File: config.mk
export PLATFORM = sky130hd
export DESIGN_NAME = fdr_ratio_config
export DESIGN_NICKNAME = d
export VERILOG_FILES = /design/src/hdl/fdr_ratio_config.v
export VERILOG_INCLUDE_DIRS = /design/src /design/src/hdl
export SDC_FILE = /design/constraint.sdc
export NUM_CORES = 1
export LEC_CHECK = 0
export BUFFER_PORTS_ARGS = -buffer_cell sky130_fd_sc_hd__buf_2
export CAP_MARGIN = 20
export CORE_UTILIZATION = 50
export CTS_BUF_LIST = sky130_fd_sc_hd__clkbuf_4 sky130_fd_sc_hd__clkbuf_8
export CTS_CLUSTER_DIAMETER = 80
export DETAILED_ROUTE_END_ITERATION = 10
export PLACE_DENSITY = 0.79
export SLEW_MARGIN = 10
export SYNTH_ARGS = -nofsm -noshare
export SYNTH_HDL_FRONTEND = slang
export SYNTH_SLANG_ARGS = --single-unit
File: constraint.sdc
create_clock -name clk_sys -period 10.7 [get_ports clk_sys]
set_input_delay 2.14 -clock clk_sys [delete_from_list [all_inputs] [get_ports clk_sys]]
set_output_delay 2.14 -clock clk_sys [all_outputs]
set_load 0.03 [all_outputs]
File: src/hdl/fdr_consts.vh
// Purpose: constants for the fractional divider ratio configuration block
// Assumes: byte-wide serial register writes, byte 0 holds bits 7:0
// Notes: definitions only
`ifndef FDR_CONSTS_VH
`define FDR_CONSTS_VH

// ----------------------------------------------------------------------
// register selection and byte lanes
// ----------------------------------------------------------------------
`define FDR_SEL_RATIO 1'h0
`define FDR_SEL_PHASE 1'h1
`define FDR_COMMIT_BYTE 3'h7
`define FDR_PHASE_HI_BYTE 3'h1

// ----------------------------------------------------------------------
// ratio configuration field positions
// ----------------------------------------------------------------------
`define FDR_POWER_DOWN_BIT 63
`define FDR_DISABLE_BIT 62
`define FDR_DIV_RESET_BIT 61
`define FDR_ACC_RESET_BIT 60
`define FDR_FRAC_MSB 59
`define FDR_FRAC_LSB 26
`define FDR_SECOND_MSB 25
`define FDR_SECOND_LSB 9
`define FDR_FIRST_MSB 8
`define FDR_FIRST_LSB 0

// ----------------------------------------------------------------------
// companion phase register
// ----------------------------------------------------------------------
`define FDR_SLOW_FREQ_BIT 13
`define FDR_SLOW_FREQ_BYTE_BIT 5

// ----------------------------------------------------------------------
// reset values
// ----------------------------------------------------------------------
`define FDR_RATIO_RESET 64'h0000_0000_0000_0064
`define FDR_FIRST_RESET 9'h064
`define FDR_SLOW_FREQ_RESET 1'h0

`endif

File: src/hdl/fdr_ratio_config.v
// Purpose: configuration and control of one two-stage fractional output divider
// Assumes: byte writes from the serial register interface, inputs synchronous to clk_sys
// Notes: mmd_tick stands for one first-stage output period
//   integer ratio and fraction change only on the top-byte write
//   software sequencing of reset with power-down and disable is not enforced
//
// Operation
// - regulator off while power-down bit is one, on while zero
// - divider stopped while disable bit is one, runs while zero
// - whole divider held in reset while bit 61 is one
// - sigma-delta accumulator cleared and held while bit 60 is one
// - bits 59:26 are the fraction over a denominator of two to the 34
// - integer and fraction applied together when fraction bits 33:30 are written
// - second stage divides by twice bits 25:9, zero bypasses it
// - bits 8:0 are the first-stage integer ratio, resetting to 0x64
// - slow-frequency enable is phase register bit 13, resetting to zero
`timescale 1ns/1ps
`default_nettype none
`include "fdr_consts.vh"

module fdr_ratio_config #(
  parameter FRAC_W = 34,
  parameter FIRST_W = 9,
  parameter SECOND_W = 17
) (
  // clock and reset
  input wire clk_sys,
  input wire rst_n,
  // byte register port
  input wire reg_wr_en,
  input wire reg_rd_en,
  input wire reg_sel,
  input wire [2:0] reg_byte,
  input wire [7:0] reg_wr_data,
  output reg [7:0] reg_rd_data,
  // first-stage period strobe
  input wire mmd_tick,
  // divider control
  output reg frac_div_power_down,
  output reg div_stop,
  output reg div_reset,
  output reg sdm_acc_clear,
  output reg slow_freq_en,
  // active ratios
  output reg [FIRST_W-1:0] frac_div_first_stage_ratio,
  output reg [FRAC_W-1:0] frac_div_fraction,
  output reg [SECOND_W-1:0] frac_div_second_stage_half_ratio,
  output reg second_stage_bypass,
  // modulated divider
  output reg [FIRST_W-1:0] multi_modulus_first_stage,
  output reg div_clk_out
);

  // ----------------------------------------------------------------------
  // register storage
  // ----------------------------------------------------------------------
  reg [63:0] cfg_r;
  reg [7:0] phase_hi_r;
  reg [FRAC_W-1:0] acc_r;
  reg [SECOND_W-1:0] cnt_r;
  reg [63:0] cfg_nxt;
  reg [7:0] phase_hi_nxt;
  wire ratio_wr;
  wire phase_wr;
  wire commit;
  wire run;
  wire [FRAC_W:0] acc_sum;
  wire [FIRST_W-1:0] first_field;
  wire [FRAC_W-1:0] frac_field;
  wire [SECOND_W-1:0] second_field;
  wire [SECOND_W-1:0] cnt_inc;
  wire cnt_wrap;

  assign ratio_wr = reg_wr_en && (reg_sel == `FDR_SEL_RATIO);
  assign commit = ratio_wr && (reg_byte == `FDR_COMMIT_BYTE);

  // byte merge of the written lane
  always @* begin
    cfg_nxt = cfg_r;
    if (ratio_wr) begin
      cfg_nxt[reg_byte*8 +: 8] = reg_wr_data;
    end
  end

  // fields of the merged word, so each write acts at its own edge
  assign first_field = cfg_nxt[`FDR_FIRST_MSB:`FDR_FIRST_LSB];
  assign frac_field = cfg_nxt[`FDR_FRAC_MSB:`FDR_FRAC_LSB];
  assign second_field = cfg_nxt[`FDR_SECOND_MSB:`FDR_SECOND_LSB];

  always @(posedge clk_sys) begin
    if (!rst_n) begin
      cfg_r <= `FDR_RATIO_RESET;
    end else begin
      cfg_r <= cfg_nxt;
    end
  end

  // ----------------------------------------------------------------------
  // companion phase register
  // ----------------------------------------------------------------------
  assign phase_wr = reg_wr_en && (reg_sel == `FDR_SEL_PHASE) && (reg_byte == `FDR_PHASE_HI_BYTE);

  // only the slow-frequency bit of the high byte is kept
  always @* begin
    phase_hi_nxt = phase_hi_r;
    if (phase_wr) begin
      phase_hi_nxt = {2'h0, reg_wr_data[`FDR_SLOW_FREQ_BYTE_BIT], 5'h00};
    end
  end

  always @(posedge clk_sys) begin
    if (!rst_n) begin
      phase_hi_r <= {2'h0, `FDR_SLOW_FREQ_RESET, 5'h00};
    end else begin
      phase_hi_r <= phase_hi_nxt;
    end
  end

  // ----------------------------------------------------------------------
  // read path
  // ----------------------------------------------------------------------
  always @(posedge clk_sys) begin
    if (!rst_n) begin
      reg_rd_data <= 8'h00;
    end else if (reg_rd_en) begin
      if (reg_sel == `FDR_SEL_RATIO) begin
        reg_rd_data <= cfg_r[reg_byte*8 +: 8];
      end else if (reg_byte == `FDR_PHASE_HI_BYTE) begin
        reg_rd_data <= phase_hi_r;
      end else begin
        reg_rd_data <= 8'h00;
      end
    end
  end

  // ----------------------------------------------------------------------
  // control bits
  // ----------------------------------------------------------------------
  always @(posedge clk_sys) begin
    if (!rst_n) begin
      frac_div_power_down <= 1'h0;
      div_stop <= 1'h0;
      div_reset <= 1'h0;
      sdm_acc_clear <= 1'h0;
      slow_freq_en <= `FDR_SLOW_FREQ_RESET;
    end else begin
      frac_div_power_down <= cfg_nxt[`FDR_POWER_DOWN_BIT];
      div_stop <= cfg_nxt[`FDR_DISABLE_BIT];
      div_reset <= cfg_nxt[`FDR_DIV_RESET_BIT];
      sdm_acc_clear <= cfg_nxt[`FDR_ACC_RESET_BIT];
      slow_freq_en <= phase_hi_nxt[`FDR_SLOW_FREQ_BYTE_BIT];
    end
  end

  // ----------------------------------------------------------------------
  // active ratios
  // ----------------------------------------------------------------------
  always @(posedge clk_sys) begin
    if (!rst_n) begin
      frac_div_first_stage_ratio <= `FDR_FIRST_RESET;
      frac_div_fraction <= {FRAC_W{1'h0}};
      frac_div_second_stage_half_ratio <= {SECOND_W{1'h0}};
      second_stage_bypass <= 1'h1;
    end else begin
      frac_div_second_stage_half_ratio <= second_field;
      second_stage_bypass <= (second_field == {SECOND_W{1'h0}});
      // integer and fraction move only together
      if (commit) begin
        frac_div_first_stage_ratio <= first_field;
        frac_div_fraction <= frac_field;
      end
    end
  end

  // ----------------------------------------------------------------------
  // sigma-delta modulation
  // ----------------------------------------------------------------------
  // divider runs only when powered, enabled and out of reset
  assign run = !frac_div_power_down && !div_stop && !div_reset;
  // carry out of the accumulator adds one to the modulus, denominator 2^34
  assign acc_sum = {1'h0, acc_r} + {1'h0, frac_div_fraction};

  always @(posedge clk_sys) begin
    if (!rst_n) begin
      acc_r <= {FRAC_W{1'h0}};
      multi_modulus_first_stage <= `FDR_FIRST_RESET;
    end else if (div_reset || sdm_acc_clear) begin
      acc_r <= {FRAC_W{1'h0}};
      multi_modulus_first_stage <= frac_div_first_stage_ratio;
    end else if (run && mmd_tick) begin
      acc_r <= acc_sum[FRAC_W-1:0];
      multi_modulus_first_stage <= frac_div_first_stage_ratio + {{(FIRST_W-1){1'h0}}, acc_sum[FRAC_W]};
    end
  end

  // ----------------------------------------------------------------------
  // second stage
  // ----------------------------------------------------------------------
  // toggle every half-ratio ticks gives a period of twice the field
  assign cnt_inc = cnt_r + {{(SECOND_W-1){1'h0}}, 1'h1};
  assign cnt_wrap = second_stage_bypass || (cnt_inc >= frac_div_second_stage_half_ratio);

  always @(posedge clk_sys) begin
    if (!rst_n) begin
      cnt_r <= {SECOND_W{1'h0}};
      div_clk_out <= 1'h0;
    end else if (!run) begin
      cnt_r <= {SECOND_W{1'h0}};
      div_clk_out <= 1'h0;
    end else if (mmd_tick) begin
      if (cnt_wrap) begin
        cnt_r <= {SECOND_W{1'h0}};
        div_clk_out <= ~div_clk_out;
      end else begin
        cnt_r <= cnt_inc;
      end
    end
  end

endmodule
`default_nettype wire

== Yosys cells after proc, flatten, opt, wreduce, memory -nomap -nowiden ==
Cells that the tools add are included.

* Input bits: 17
* Bits in registers: 199
* Word-level logic and storage cells: 52
* Output and inout bits: 84

* Reductions and logical operators: 17
* $add $sub $neg: 4
* Order comparisons: 1
* Muxes and demuxes: 7
* Equality and inequality tests: 2
* Bitwise operators: 3
* Shifts and indexed selects: 3

{| class="wikitable"
|+ Operators by type and width
! kind !! number
|-
| 64-bit bitwise mux || 1
|-
| 64-bit 2-to-1 mux || 1
|-
| 8-bit by 34-bit variable shift with 64-bit output (first input constant) || 1
|-
| 64-bit by 7-bit indexed part select with 8-bit output || 1
|-
| 8-bit by 34-bit indexed part select with 64-bit output || 1
|-
| 34-bit by 34-bit adder with 35-bit output || 1
|-
| 6-bit negator with 34-bit output || 1
|-
| 9-bit 2-to-1 mux || 2
|-
| 17-bit by 1-bit adder with 17-bit output (second input constant) || 1
|-
| 17-bit >= comparator || 1
|-
| 17-bit zero test || 1
|-
| 17-bit 2-to-1 mux || 1
|-
| 9-bit by 1-bit adder with 9-bit output || 1
|-
| 8-bit 2-to-1 mux || 1
|-
| 1-bit logical AND || 7
|-
| 6-bit 2-to-1 mux || 1
|-
| 2-bit AND reduction || 2
|-
| 3-bit by 1-bit equality test with 1-bit output (second input constant) || 1
|-
| 3-bit equality test (second input constant) || 1
|-
| 1-bit zero test || 3
|-
| 1-bit NOT || 3
|-
| 1-bit logical OR || 2
|-
| 2-bit nonzero test || 1
|-
| 2-bit OR reduction || 1
|}

== Longest topological paths before layout ==
* Depth in word-level cells: 6
* Mapped depth: 19
* Gate-level depth less buffers: 19

== Worst setup path after synthesis ==
No wires, ideal clock.

* Path type: input -> register
* From: in reg_byte[0]
* To: reg second_stage_bypass
* Cell stages on the path: 14
* Arrival: 4,269 ps
* Buffers on the path: 4
* Setup time: 101 ps
* Required time: 10,599 ps
* Path slack: 6,330 ps
* Path through: buf_2 > inv_1 > clkbuf_1 > ha_1 > ha_1 > and2b_1 > o31a_1 > and2_1 > buf_2 > nand3b_2 > buf_2 > nor2_1 > a31oi_1 > o41ai_1

* Cells in the longest elaborated chain, start to end: 5
* Elaborated cells on any way between the ends: 6
* Those cells by class: add/sub (1); shift (2); mux (2); reduce/logical (1)

{| class="wikitable"
|+ RTL lines
! what !! line !! source
|-
| start, declared || fdr_ratio_config.v:33 || <nowiki>input wire [2:0] reg_byte,</nowiki>
|-
| 6-bit negator with 34-bit output (*) || fdr_ratio_config.v:81 || <nowiki>cfg_nxt[reg_byte*8 +: 8] = reg_wr_data;</nowiki>
|-
| 8-bit by 34-bit indexed part select with 64-bit output or 8-bit by 34-bit variable shift with 64-bit output (tied branches) || fdr_ratio_config.v:81 ||
|-
| 64-bit bitwise mux (*) || fdr_ratio_config.v:81 ||
|-
| 64-bit 2-to-1 mux (*) || fdr_ratio_config.v:80 || <nowiki>if (ratio_wr) begin</nowiki>
|-
| 17-bit zero test (*) || fdr_ratio_config.v:166 || <nowiki>second_stage_bypass <= (second_field == {SECOND_W{1'h0}});</nowiki>
|-
| end signal, assigned || fdr_ratio_config.v:166 ||
|-
| end, declared || fdr_ratio_config.v:48 || <nowiki>output reg second_stage_bypass,</nowiki>
|}

Every way passes the cells marked *; elsewhere a longest branch is shown, timed or not.
A chain may end at the register's enable or synchronous reset.

== Worst setup path in the final report ==
* From: in reg_byte[0]
* To: reg frac_div_first_stage_ratio[5]

* Cells in the longest elaborated chain, start to end: 4
* Elaborated cells on any way between the ends: 7
* Those cells by class: add/sub (1); eq/ne (1); shift (2); mux (2); reduce/logical (1)

{| class="wikitable"
|+ RTL lines
! what !! line !! source
|-
| 6-bit negator with 34-bit output || fdr_ratio_config.v:81 ||
|-
| 8-bit by 34-bit indexed part select with 64-bit output or 8-bit by 34-bit variable shift with 64-bit output (tied branches) || fdr_ratio_config.v:81 ||
|-
| 64-bit bitwise mux || fdr_ratio_config.v:81 ||
|-
| 64-bit 2-to-1 mux || fdr_ratio_config.v:80 ||
|-
| end signal, assigned || fdr_ratio_config.v:160 || <nowiki>frac_div_first_stage_ratio <= `FDR_FIRST_RESET;</nowiki>
|-
| end signal, assigned || fdr_ratio_config.v:169 || <nowiki>frac_div_first_stage_ratio <= first_field;</nowiki>
|-
| end, declared || fdr_ratio_config.v:45 || <nowiki>output reg [FIRST_W-1:0] frac_div_first_stage_ratio,</nowiki>
|}

Parallel ways exist; a longest one is shown, timed or not.

==> metrics.txt <==
worst-case clock skew 13.09 ps; CTS buffer count 17; Comb power frac 0.093; CP Class in2reg; Highest Clock Rate 186.5 MHz; DRT antenna net count 0; Worst R2R Start cnt_r[2]$_SDFFE_PN0P_; DIE WIDTH 145.0 um; total grt overflow 0; outcome completed; leakage 5.175 nW; post-CTS sizing 0; Top Ports 101; Routed Wire Length 26.40 mm; Worst-Margin Slew 880.9 ps; Yosys cell types 79; n_diodes 0; synthesis-to-finish area growth 8.287%; syn_area_per_cell 8.618 um^2; Post-synth top flop dfxtp_1; Clock power frac 0.378; clk_lat worst skew 460 ps; 1st-pass router iterations 5; CTS Sinks 178; final net count 1297; Post-Route Utilization 0.5613; post-synth net total 1262; RSZ-0062 raised after global routing false; vias after detailed routing 8772; maxcap violations 0; Crit path arrival time 5690 ps; post-layout minimum cycle time 5363 ps; GRT Overall Usage 0.2499; most common library cell in the layout ignoring fill and taps dfxtp_1; Worst path max stage delay 750 ps; Hold Crit Endpoint acc_r[2]$_SDFFE_PP0P_; worst hold path class reg2reg; slowest stage cell, crit path ha_1; Critical path origin reg_byte[0]; GPL Wtd Cong 0.9410; sequential share of power 0.529; vias in the first global route 7941; fillers 1772; hpwl dp 19.33 mm; DP Cell Count 1467; hold path cells 2; Max H-tree Level 4; Critical Path Most Common Cell nand2_1; postcts setup bufs 0; Worst R2R Path Depth 16; largest net degree at the start of global routing 87; Root Driver clkbuf_8; placed inst area 10640 um^2; Port Buffers 100; sequential area share after synthesis 0.3486; CTS tree done; top cells by area, synth dfxtp_1 35%, ha_1 7.1%, nand2_1 5.7%, o211a_1 4.6%, a21oi_1 4.4%; Worst Setup End Kind flop; clk slew on worst S/H paths 90 ps; Bufs on Longest Clock Path 2; final setup violating endpoints 0; Post-Syn Area 10220 um^2; Die Y 145.0 um; drt wl/cell 17.61 um; die area 21020 um^2; final hold vios 0; Internal 0.0009489 W; Layout Cells excl Fill 1499; most frequent cells in the layout 178 x dfxtp_1, 155 x nand2_1, 99 x buf_2; initial antenna violation count 0; CORE AREA 19720 um^2; power per cell area 116.4 nW/um^2; Yosys reg bits 178; maximum vdd drop 0.00008546 V; Starting Density 0.5184; CTS Hold Bufs 0; yosys warns 0; crit path max fanout 36; layout cells sized above 1 0.1483; Final Instance Area 11070 um^2; row count 51; switching power 0.0003396 W; CP required 11030 ps; FF-to-FF End cnt_r[2]$_SDFFE_PN0P_; Final period util 0.5012; Iteration-0 DRC Markers 716; Async S/R FF share, synth 0; Post-route DRC 0; first-pass GRT wire length 42.22 mm; synthesized instance count 1186; CP cell instances buf_2, inv_1, ha_1, nor4b_1, nand4_1, mux2i_1, nand2_1, o21ai_0, nand2_1; Vias/cell 5.852; FF-to-FF setup slack 6460 ps; cell taking the most area after synthesis dfxtp_1; post-synth top area share 0.3486; Final Max Tran Viols 0; Post-synth EDFFs 0; hold path start acc_r[2]$_SDFFE_PP0P_; Setup TNS Final 0 ps; Critical Path Start Type input port; Sw Ratio 0.2636; Max-slew headroom 0.4127
-- metal layers --
metal,vias up,share of wire,wire length [um],global-route usage
li1,4248,-,-,-
met1,4155,0.45,11950,0.3473
met2,321,0.46,12160,0.3909
met3,48,0.065,1722,0.04057
met4,0,0.022,571,0.08617
met5,-,0,0,0
-- registers in the layout (all words and copies together) (netlist names) --
| register | cells |
|---|---|
| cfg_r | 64 |
| acc_r | 34 |
| frac_div_fraction | 34 |
| cnt_r | 17 |
| frac_div_first_stage_ratio | 9 |
| multi_modulus_first_stage | 9 |
| reg_rd_data | 8 |
| div_clk_out | 1 |
| second_stage_bypass | 1 |
| slow_freq_en | 1 |
-- synthesized netlist by cell type (7+ instances only) --
cell type    n
nand2_1    155
dfxtp_1    178
a21oi_1     90
nand2b_1    17
ha_1        58
inv_1       35
and2_1      24
xor2_1      23
clkbuf_1    45
mux4_2      16
nand3_1     34
and3_1       9
a21o_1      23
nand4_1     14
xnor2_1     25
nor3_1      22
nor2b_1     64
mux2i_1     40
o22ai_1      7
nor2_1      61
buf_4       19
o21ai_0     32
a31oi_1     23
buf_2       17
nor4_1       7
o211a_1     47
o21ai_1      9
-- power groups by stage --
stage,Combinational (W),Clock [W],Sequential [W]
4_1_cts,0.000119,0.000496,0.000681
5_1_grt,0.000130,0.000524,0.000683
6_report,0.000120,0.000487,0.000681
3_3_place_gp,0.000117,0,0.000696
3_5_place_dp,0.000118,0,0.000697
2_1_floorplan,0.0000791,0,0.000704
-- cell families (layout without fill, tap and decap cells) --
| kind of cell | count (synthesis) | count (layout) | share of synthesized area |
|---|---|---|---|
| buffers and inverters | 126 | 174 | 0.05888 |
| AO/OA/AOI/OAI | 283 | 283 | 0.1904 |
| XOR/XNOR | 48 | 48 | 0.04113 |
| adder cells (fa/ha/maj) | 59 | 59 | 0.07296 |
| AND/OR/NAND/NOR | 436 | 436 | 0.2136 |
| flip-flops | 178 | 178 | 0.3486 |
| multiplexers | 56 | 56 | 0.07443 |
-- how the worst max path moves through the flow --
stage	end	slack [ps]	cells past startpoint
after floorplan	second_stage_bypass$_SDFF_PN1_	6330	14
after global placement	frac_div_first_stage_ratio[5]$_SDFFE_PN1P_	5050	9
after detailed placement	frac_div_first_stage_ratio[2]$_SDFFE_PN1P_	4940	9
after CTS	frac_div_first_stage_ratio[2]$_SDFFE_PN1P_	5430	9
after global routing	frac_div_first_stage_ratio[5]$_SDFFE_PN1P_	4980	9
final	frac_div_first_stage_ratio[5]$_SDFFE_PN1P_	5340	9
-- worst max-delay path: cells and delay by family --
kind	cells	cell delay, ps
and+or+nand+nor	4	1270
buffers and inverters	2	990
muxes	1	390
AOI/OAI and AO/OA	1	110
adders and majority gates	1	750
-- per-stage QoR --
stage,setup WS (ps),power [W],hold WS [ps]
floorplan,6330,0.0007830,429.1
global placement,5053,0.0008131,442.2
detailed placement,4939,0.0008147,449.4
CTS,5426,0.001296,462.4
global route,4980,0.001337,486.0
finish,5337,0.001289,458.7
-- cell type report --
type	count	area [um^2]	area share
multi-input combinational	882	6071	0.5485
sequential	178	3563	0.3220
timing repair buffer	106	548.0	0.04951
tap	265	331.6	0.02996
clock buffer	22	296.5	0.02679
inverter	36	135.1	0.01221
clock inverter	10	122.6	0.01108
Note: power is estimated with default switching activity, not from simulation.
